$ cat config.mk
export PLATFORM = sky130hd
export DESIGN_NAME = timer16_count_and_capture
export DESIGN_NICKNAME = d
export VERILOG_FILES = /design/src/verilog/timer16_pkg.sv /design/src/verilog/capture_filter.sv /design/src/verilog/timer16_count_and_capture.sv
export SDC_FILE = /design/constraint.sdc
export NUM_CORES = 1
export LEC_CHECK = 0
export BUFFER_PORTS_ARGS = -buffer_cell sky130_fd_sc_hd__buf_4
export CORE_MARGIN = 2
export CORE_UTILIZATION = 40
export DETAILED_ROUTE_END_ITERATION = 16
export GPL_TIMING_DRIVEN = 0
export RECOVER_POWER = 100
export SLEW_MARGIN = 0
export SYNTH_ARGS = -nofsm -noshare
export SYNTH_HDL_FRONTEND = slang
export SYNTH_HIERARCHICAL = 1
export SYNTH_SLANG_ARGS = --single-unit
$ cat constraint.sdc
create_clock -name core_clk -period 6.4 [get_ports core_clk]
set_input_delay 0.96 -clock core_clk [delete_from_list [all_inputs] [get_ports core_clk]]
set_output_delay 0.96 -clock core_clk [all_outputs]
set_load 0.01 [all_outputs]
$ cat src/verilog/timer16_pkg.sv
// Purpose: Shared constants and carrier types for the 16-bit count and capture timer.
// Assumes: 8-bit processor I/O bus with one-cycle read and write strobes.
// Notes on behaviour
// - Clock select zero stops the counter
// - Counter counts by one, either direction, or clears
// - TOP and BOTTOM indications from current count
// - Retrigger request performs the TOP action
// - Upper-byte location accesses shared holding register
// - Low read latches upper; low write loads upper
// - Each timer tick clears, increments or decrements by mode
// - Processor write beats count and clear
// - Counter readable and writable without a tick
// - Four-bit waveform mode split across control A and B
// - Overflow flag set at mode-defined point
// - Selected edge copies count into capture register
// - Capture flag set in the copy cycle
// - Capture flag cleared by interrupt or write one
// - Capture low read latches upper into holding register
// - Capture register writable only in capture-TOP modes
// - Comparator select may capture; software clears flag
// - Noise filter adds four system clock delay
// - Filter output changes after four equal samples
// - Capture input disabled in capture-TOP modes
// - Driving the pin port output triggers capture
// - One holding register shared by all 16-bit registers
package timer16_pkg;

  // I/O locations seen by the processor
  localparam logic [2:0] ADDR_COUNT_LO = 3'h0;
  localparam logic [2:0] ADDR_COUNT_HI = 3'h1;
  localparam logic [2:0] ADDR_CAPT_LO = 3'h2;
  localparam logic [2:0] ADDR_CAPT_HI = 3'h3;

  // Field layout
  localparam int CLK_SEL_W = 3;
  localparam int MODE_W = 4;
  localparam int FILTER_TAPS = 4;

  // Reset values and count maximum
  localparam logic [15:0] COUNT_RESET = 16'h0000;
  localparam logic [15:0] CAPT_RESET = 16'h0000;
  localparam logic [7:0] HOLD_RESET = 8'h00;
  localparam logic [15:0] MAX_VALUE = 16'hffff;

  // Fixed TOP values
  localparam logic [15:0] TOP_8BIT = 16'h00ff;
  localparam logic [15:0] TOP_9BIT = 16'h01ff;
  localparam logic [15:0] TOP_10BIT = 16'h03ff;

  // Processor bus access
  typedef struct packed {
    logic rdStb;
    logic wrStb;
    logic [2:0] addr;
    logic [7:0] wrData;
  } bus_req_t;

  // Counter unit indications
  typedef struct packed {
    logic atTop;
    logic atBottom;
    logic countingDown;
  } count_stat_t;

endpackage : timer16_pkg
$ cat src/verilog/capture_filter.sv
// Purpose: Four-sample noise filter in front of the capture edge detector.
// Assumes: Input already synchronous to core_clk.
// Notes: Bypassed when disabled; output still registered for one cycle.
`timescale 1ns/10ps
module capture_filter #(
  parameter int TAPS = 4
) (
  input wire logic core_clk,
  input wire logic srst,
  input wire logic clkEn,
  input wire logic filterEn,
  input wire logic rawIn,
  output logic filtOut
);
  import timer16_pkg::*;

  // Fewer than two taps leaves no window to agree on
  if (TAPS < 2)
  begin : g_taps_check
    $error("capture_filter needs at least two taps");
  end

  logic [TAPS-1:0] shift_r; // Recent samples, newest in bit 0
  logic [TAPS-1:0] shift_nxt;
  logic out_r; // Filtered level
  logic out_nxt;

  // Next sample window and output decision
  always_comb
  begin
    shift_nxt = {shift_r[TAPS-2:0], rawIn};
    out_nxt = out_r;
    if (!filterEn)
      out_nxt = rawIn;
    else if (&shift_r)
      out_nxt = 1'b1; // All four high
    else if (~|shift_r)
      out_nxt = 1'b0; // All four low
  end

  // Register stage; frozen by clock enable
  always_ff @(posedge core_clk)
  begin
    if (srst)
    begin
      shift_r <= '0;
      out_r <= 1'b0;
    end
    else if (clkEn)
    begin
      shift_r <= shift_nxt;
      out_r <= out_nxt;
    end
  end

  assign filtOut = out_r;

  // Output only moves to a level the whole window agreed on
  filter_agree_a: assert property (@(posedge core_clk) disable iff (srst)
    (clkEn && filterEn && $past(clkEn) && $past(filterEn) && out_r != $past(out_r))
    |-> ($past(shift_r) == {TAPS{out_r}}))
    else $error("filter output changed without agreeing samples");

endmodule : capture_filter

$ cat src/verilog/timer16_count_and_capture.sv
// Purpose: 16-bit up/down counter with input capture behind an 8-bit bus.
// Assumes: Prescaler outside; its ticks arrive as one-cycle strobes.
// Notes: No output compare units; compare values only feed mode TOP.
`timescale 1ns/10ps
module timer16_count_and_capture (
  input wire logic core_clk,
  input wire logic srst,
  input wire logic clkEn,
  input wire timer16_pkg::bus_req_t busReq,
  output logic [7:0] rdData,
  input wire logic [2:0] clockSelect,
  input wire logic [1:0] modeUpper,
  input wire logic [1:0] modeLower,
  input wire logic noiseFilterEnable,
  input wire logic edgeRising,
  input wire logic comparatorCaptureSelect,
  input wire logic captureIrqEnable,
  input wire logic captureIrqAck,
  input wire logic captureFlagClear,
  input wire logic overflowFlagClear,
  input wire logic [7:0] prescaleTicks,
  input wire logic externalClockPin,
  input wire logic capturePin,
  input wire logic comparatorOutput,
  input wire logic [15:0] compareValueA,
  output logic [15:0] countValue,
  output logic [15:0] captureValue,
  output timer16_pkg::count_stat_t countStat,
  output logic captureFlag,
  output logic overflowFlag,
  output logic captureIrq
);
  import timer16_pkg::*;

  logic [15:0] count_r; // Counter
  logic [15:0] count_nxt;
  logic [15:0] capt_r; // Capture register
  logic [15:0] capt_nxt;
  logic [7:0] hold_r; // Shared high-byte holding register
  logic [7:0] hold_nxt;
  logic [7:0] rd_r; // Read data
  logic [7:0] rd_nxt;
  logic down_r; // Phase-correct direction
  logic down_nxt;
  logic capFlag_r;
  logic capFlag_nxt;
  logic ovfFlag_r;
  logic ovfFlag_nxt;
  logic extPrev_r; // Previous external pin sample
  logic extPrev_nxt;
  logic capPrev_r; // Previous filtered capture level
  logic capPrev_nxt;

  logic [MODE_W-1:0] mode; // Joined waveform mode
  logic [15:0] topVal;
  logic dualSlope;
  logic capIsTop;
  logic tick;
  logic capSrc;
  logic capFilt;
  logic capEvent;
  logic retrigger;
  logic atTop;
  logic atBottom;
  logic cntWrite;
  logic captWrite;

  // Mode field: upper half from control B, lower from control A
  assign mode = {modeUpper, modeLower};

  // TOP value and mode class decode
  always_comb
  begin
    topVal = MAX_VALUE;
    dualSlope = 1'b0;
    capIsTop = 1'b0;
    unique case (mode)
      4'h1, 4'h5: topVal = TOP_8BIT;
      4'h2, 4'h6: topVal = TOP_9BIT;
      4'h3, 4'h7: topVal = TOP_10BIT;
      4'h4, 4'h9, 4'hb, 4'hf: topVal = compareValueA;
      4'h8, 4'ha, 4'hc, 4'he:
      begin
        topVal = capt_r;
        capIsTop = 1'b1;
      end
      default: topVal = MAX_VALUE;
    endcase
    // Phase-correct modes run up then down
    dualSlope = (mode inside {4'h1, 4'h2, 4'h3, 4'h8, 4'h9, 4'ha, 4'hb});
  end

  // Timer tick selection; zero selects nothing and stops the counter
  always_comb
  begin
    tick = 1'b0;
    unique case (clockSelect)
      3'h0: tick = 1'b0;
      3'h1: tick = 1'b1; // Undivided system clock
      3'h2: tick = prescaleTicks[0];
      3'h3: tick = prescaleTicks[1];
      3'h4: tick = prescaleTicks[2];
      3'h5: tick = prescaleTicks[3];
      3'h6: tick = extPrev_r & ~externalClockPin; // Falling edge
      3'h7: tick = ~extPrev_r & externalClockPin; // Rising edge
    endcase
  end

  // Capture source; pin level includes software driving its port
  assign capSrc = comparatorCaptureSelect ? comparatorOutput : capturePin;

  capture_filter #(
    .TAPS(FILTER_TAPS)
  ) u_filter (
    .core_clk(core_clk),
    .srst(srst),
    .clkEn(clkEn),
    .filterEn(noiseFilterEnable),
    .rawIn(capSrc),
    .filtOut(capFilt)
  );

  // Edge detector, disabled while capture register defines TOP
  assign capEvent = !capIsTop && (edgeRising ? (capFilt & ~capPrev_r)
                                             : (~capFilt & capPrev_r));
  // Capture event forces the TOP action
  assign retrigger = capEvent;

  assign atTop = (count_r == topVal);
  assign atBottom = (count_r == COUNT_RESET);

  assign cntWrite = busReq.wrStb && busReq.addr == ADDR_COUNT_LO;
  assign captWrite = busReq.wrStb && busReq.addr == ADDR_CAPT_LO && capIsTop;

  // Counter, direction and overflow flag
  always_comb
  begin
    count_nxt = count_r;
    down_nxt = down_r;
    ovfFlag_nxt = ovfFlag_r & ~overflowFlagClear;
    if (tick)
    begin
      if (dualSlope)
      begin
        if (down_r && atBottom)
        begin
          down_nxt = 1'b0;
          count_nxt = count_r + 16'h0001;
          ovfFlag_nxt = 1'b1; // Overflow at BOTTOM
        end
        else if (!down_r && (atTop || retrigger))
        begin
          down_nxt = 1'b1;
          count_nxt = count_r - 16'h0001;
        end
        else
          count_nxt = down_r ? count_r - 16'h0001 : count_r + 16'h0001;
      end
      else if (atTop || retrigger)
      begin
        count_nxt = COUNT_RESET; // Clear at TOP
        if (mode == 4'h0 || mode == 4'h4 || mode == 4'hc || atTop && count_r == MAX_VALUE
            || mode inside {4'h5, 4'h6, 4'h7, 4'he, 4'hf})
          ovfFlag_nxt = 1'b1;
      end
      else
        count_nxt = count_r + 16'h0001;
    end
    if (cntWrite)
      count_nxt = {hold_r, busReq.wrData}; // Write wins
  end

  // Capture register, flag and shared holding register
  always_comb
  begin
    capt_nxt = capt_r;
    hold_nxt = hold_r;
    capPrev_nxt = capFilt;
    extPrev_nxt = externalClockPin;
    capFlag_nxt = capFlag_r & ~(captureFlagClear | captureIrqAck);
    if (capEvent)
    begin
      capt_nxt = count_r;
      capFlag_nxt = 1'b1; // Set beats clear
    end
    if (captWrite)
      capt_nxt = {hold_r, busReq.wrData};
    if (busReq.wrStb && (busReq.addr == ADDR_COUNT_HI || busReq.addr == ADDR_CAPT_HI))
      hold_nxt = busReq.wrData; // One holder for all
    if (busReq.rdStb && busReq.addr == ADDR_COUNT_LO)
      hold_nxt = count_r[15:8];
    if (busReq.rdStb && busReq.addr == ADDR_CAPT_LO)
      hold_nxt = capt_r[15:8];
  end

  // Read data mux; upper locations return the holding register
  always_comb
  begin
    rd_nxt = rd_r;
    if (busReq.rdStb)
    begin
      unique case (busReq.addr)
        ADDR_COUNT_LO: rd_nxt = count_r[7:0];
        ADDR_CAPT_LO: rd_nxt = capt_r[7:0];
        ADDR_COUNT_HI, ADDR_CAPT_HI: rd_nxt = hold_r;
        default: rd_nxt = 8'h00;
      endcase
    end
  end

  // State registers, frozen while clock enable is low
  always_ff @(posedge core_clk)
  begin
    if (srst)
    begin
      count_r <= COUNT_RESET;
      capt_r <= CAPT_RESET;
      hold_r <= HOLD_RESET;
      rd_r <= 8'h00;
      down_r <= 1'b0;
      capFlag_r <= 1'b0;
      ovfFlag_r <= 1'b0;
      extPrev_r <= 1'b0;
      capPrev_r <= 1'b0;
    end
    else if (clkEn)
    begin
      count_r <= count_nxt;
      capt_r <= capt_nxt;
      hold_r <= hold_nxt;
      rd_r <= rd_nxt;
      down_r <= down_nxt;
      capFlag_r <= capFlag_nxt;
      ovfFlag_r <= ovfFlag_nxt;
      extPrev_r <= extPrev_nxt;
      capPrev_r <= capPrev_nxt;
    end
  end

  assign rdData = rd_r;
  assign countValue = count_r;
  assign captureValue = capt_r;
  assign countStat = '{atTop: atTop, atBottom: atBottom, countingDown: down_r};
  assign captureFlag = capFlag_r;
  assign overflowFlag = ovfFlag_r;
  assign captureIrq = capFlag_r & captureIrqEnable;

  // No tick, no write: counter holds
  stop_hold_a: assert property (@(posedge core_clk) disable iff (srst)
    (clkEn && clockSelect == 3'h0 && !cntWrite) |=> $stable(count_r))
    else $error("counter moved with clock stopped");

  // Write value lands regardless of tick
  write_wins_a: assert property (@(posedge core_clk) disable iff (srst)
    (clkEn && cntWrite) |=> (count_r == {$past(hold_r), $past(busReq.wrData)}))
    else $error("counter write lost");

  // Low read latches upper count byte
  low_read_latch_a: assert property (@(posedge core_clk) disable iff (srst)
    (clkEn && busReq.rdStb && busReq.addr == ADDR_COUNT_LO && !busReq.wrStb)
    |=> (hold_r == $past(count_r[15:8])))
    else $error("holding register not loaded by low read");

  // Capture copies count and raises flag together
  capture_copy_a: assert property (@(posedge core_clk) disable iff (srst)
    (clkEn && capEvent && !captWrite) |=> (capt_r == $past(count_r)) && capFlag_r)
    else $error("capture copy or flag missing");

  // Capture-TOP modes: no pin event touches register or flag
  capture_off_a: assert property (@(posedge core_clk) disable iff (srst)
    (clkEn && capIsTop && !captWrite) |=> ($stable(capt_r) && !$rose(capFlag_r)))
    else $error("capture in capture-top mode");

  // Capture writes ignored outside capture-TOP modes
  capt_guard_a: assert property (@(posedge core_clk) disable iff (srst)
    (clkEn && !capIsTop && !capEvent) |=> $stable(capt_r))
    else $error("capture register changed illegally");

  // Acknowledge drops flag and interrupt unless a capture lands
  irq_gate_a: assert property (@(posedge core_clk) disable iff (srst)
    (clkEn && captureIrqAck && !capEvent) |=> (!capFlag_r && !captureIrq))
    else $error("capture interrupt not cleared by acknowledge");

  // Single-slope tick at TOP clears counter
  top_clear_a: assert property (@(posedge core_clk) disable iff (srst)
    (clkEn && tick && !dualSlope && atTop && !cntWrite) |=> (count_r == 16'h0000))
    else $error("counter did not clear at top");

  // Capture event in single-slope mode restarts the count
  retrig_clear_a: assert property (@(posedge core_clk) disable iff (srst)
    (clkEn && tick && !dualSlope && retrigger && !cntWrite) |=> (count_r == COUNT_RESET))
    else $error("retrigger did not restart the count");

  // Dual-slope turn at BOTTOM raises overflow
  bottom_ovf_a: assert property (@(posedge core_clk) disable iff (srst)
    (clkEn && tick && dualSlope && down_r && atBottom) |=> ovfFlag_r)
    else $error("overflow missing at bottom");

  // Upper-byte writes land in the shared holder
  holder_write_a: assert property (@(posedge core_clk) disable iff (srst)
    (clkEn && busReq.wrStb && (busReq.addr == ADDR_COUNT_HI || busReq.addr == ADDR_CAPT_HI))
    |=> (hold_r == $past(busReq.wrData)))
    else $error("holding register missed an upper write");

endmodule : timer16_count_and_capture

==> summary.md <==
| Metric | Value |
|---|---|
| Register area share after synthesis | 23.9% |
| Finished Cell Area | 0.00585 mm² |
| CTS buffer count | 9 |
| Final hold violations | 0 |
| Fin cells | 918 |
| Final period util | 81.5% |
| Nets@finish | 826 |
| Max-Cap Viols | 1 |
| Synth Register Bits | 58 |
| Most frequent CP cell | clkbuf_1 |
| Outcome | finished, violations left |
| Syn Std Cell Area | 0.00485 mm² |
| DP Area | 0.00575 mm² |
| Synth async-reset ratio | 0% |
| Final setup fails | 0 |
| Critical path endpoint category | flip-flop |
| Yosys top cell area share | 23.9% |
| Worst Tran Pin Value | 1.99 ns |
| Hold slack | 0.504 ns |
| Total core area | 0.0119 mm² |
| F_max | 0.192 GHz |
| Initial Util | 40.7% |
| CP required | 6.60 ns |
| Worst Skew | 0.00647 ns |
| I/O pin count | 103 |
| Worst-case clock buffer depth | 2 |
| Initial antenna violation count | 0 |
| Post-Place Worst Slack | 1.83 ns |
| Slowest CP cell | nor4_1 |
| Fin. max-slew vios | 10 |
| First-pass GRT wire length | 30.7 mm |
| Synthesized area per cell | 7.36 µm² |
| Delay-heaviest family, CP | simple AND/OR/NAND/NOR gates |
| Tmin final | 5.22 ns |
| DIE HEIGHT | 114 µm |
| Pre-Repair DR Iteration Count | 5 |
| Largest net degree at the start of global routing | 12 |
| Synthesis-to-finish area growth | 20.6% |
| Layout cells sized above 1 | 12.1% |
| Clock sink count | 58 |
| Worst rel slew slack | -34.2% |
| Critical Path AT | 5.42 ns |
| GPL Wtd Cong | 0.975 |
| Number of synthesized flops with an enable pin | 0 |
| ANT cells | 0 |
| Via/cell ratio | 6.27 |
| P_leak | 2.09 nW |
| DR DRC count | 0 |
| Critical path origin | modeLower[0] |
| Die X | 114 µm |
| Cell taking the most area after synthesis | dfxtp_1 |
| Unrepaired setup endpoints after global routing | no |
| Ranking of synthesized cells by area | dfxtp_1, mux2i_1, a211oi_1, nor2_1, o21ai_0 |
| Final core utilization | 49.1% |
| Final WS setup | 1.18 ns |
| Post-Syn Instances | 659 |
| Final Total Pwr | 1.20 mW |
| CTS tree | yes |
| Max FO, Critical Path | 10 |
| Worst flop-to-flop path startpoint | countValue[1] |
| Synth cell types | 70 |
| DR WL/cell | 22.3 µm |
| Std-Cell Rows | 40 |
| CTS resizes | 0 |
| Slowest stage delay, CP | 1.56 ns |
| Peak supply drop | 0.160 mV |
| Syn Nets | 719 |
| Clk slew on worst S/H paths | 0.06 ns |
| Top post-synthesis cells by count | nor2_1, dfxtp_1, o21ai_0 |
| Power Density | 205 mW/mm² |
| Global Route Usage Sum | 31.2% |
| Setup_tns | 0 ns |
| CTS root buffer | clkbuf_16 |
| DP Wirelength | 15.9 mm |
| Critical hold path startpoint | rdData[2] |
| Die area | 0.0130 mm² |
| CP startpoint kind | input pin |
| CP Cell Sequence | clkbuf_1, clkbuf_1, clkbuf_1, a31oi_1, nor3_1, nor2_1, or4_1, nor4_1, nor2_2, a221oi_1, o21ai_0 |
| Final ANT Viol Nets | 0 |
| Reg2Reg Setup Slack | 1.55 ns |
| Ys Warns | 6 |
| Post-CTS Setup Inserts | 0 |
| Total congestion overflow | 0 |
| Worst Hold Class | reg2reg |
| CTS HTree Levels | 3 |
| Post-Place Cells | 902 |
| Worst Setup Path Type | in2reg |
| Most common cell in the synthesized netlist | nor2_1 |
| Failing checks | capacitance limit, slew limit |
| Hold_buf cts | 0 |
| Vias post-DR | 5756 |
| Synth Flop Type | dfxtp_1 |
| Buf/Inv on CP | 3 |
| Worst-Skew Late Latency | 0.34 ns |
| I/O Buffers | 96 |
| Initial DRC count | 620 |
| Number of global-route vias before repair | 5343 |
| Post-Route WL | 20.4 mm |
-- cell usage in the layout, fill, tap and decap left out, types with 4 or more instances in the layout --
cell	n
clkbuf_1	97
nor2_1	71
dfxtp_1	58
buf_4	50
o21ai_0	47
nand2_1	43
mux2i_1	40
a211oi_1	36
a21oi_1	33
inv_1	24
nor3_1	19
nand3_1	17
or3_1	15
a31oi_1	14
a22oi_1	13
nand2b_1	11
o31ai_1	10
xnor2_1	10
nand4_1	9
clkbuf_16	9
nor4_1	8
a221oi_1	8
nand3b_1	8
o21a_1	7
or2_2	7
or4_1	6
and2_1	5
nor2b_1	5
buf_2	4
or4b_1	4
o211ai_1	4
and4_1	4
o21bai_1	4
mux2_2	4
-- worst reg2reg max path, stage by stage (launching register included) --
cell and delay (ns):
dfxtp_1 0.40, clkbuf_1 0.37, inv_1 0.20, ha_1 0.24, nand3b_1 0.14, nor4_1 0.07, and3_1 0.17, clkbuf_1 0.16
or4_1 0.55, nor4_1 1.51, nor2_2 0.19, a221oi_1 0.57, o21ai_0 0.14
-- final cells by class --
| class | count | area [µm²] |
|---|---|---|
| multi-input cells | 518 | 3330 |
| clock buffers | 10 | 229 |
| well taps | 147 | 184 |
| repair buffers | 96 | 541 |
| clock inverters | 6 | 66.3 |
| flip-flops and latches | 58 | 1160 |
| plain buffers | 58 | 241 |
| fillers | 1327 | 6060 |
| inverters | 25 | 93.8 |
-- cells by family after synthesis --
logic type | share of synthesized area, %
muxes | 9.49
xor gates and xnor gates | 2.35
adders and majority gates | 0.774
DFF | 23.9
AOI/OAI and AO/OA | 29.3
and+or+nand+nor | 27.1
buffers and inverters | 7.04
-- path summary, 6_finish.rpt --
| check | to | cells past startpoint |
|---|---|---|
| min | rdData[2] | 2 |
| max | countValue[14] | 11 |
| min reg2reg | rdData[2] | 2 |
| max reg2reg | countValue[14] | 12 |
-- registers in the layout, summed over array words and instances, names as in the netlist --
register,flops
countValue,16
u_filter/shift_r,4
captureFlag,1
captureValue,16
capPrev_r,1
hold_r,8
extPrev_r,1
rdData,8
overflowFlag,1
down_r,1
u_filter/filtOut,1
-- power breakdown --
| part | switching (mW) | internal, mW |
|---|---|---|
| combinational | 0.198 | 0.118 |
| sequential | 0.0249 | 0.377 |
| clock | 0.180 | 0.302 |
-- metal layers --
layer,part of all wire (%),GRT usage (%),wire (µm),up-vias
met4,2.5,9.67,506,0
met5,0,0,0,-
met1,43,42.3,8740,2733
li1,-,-,-,2674
met2,45,50.3,9260,319
met3,9.5,6.09,1930,30
Power figures use the tool's default switching activity.
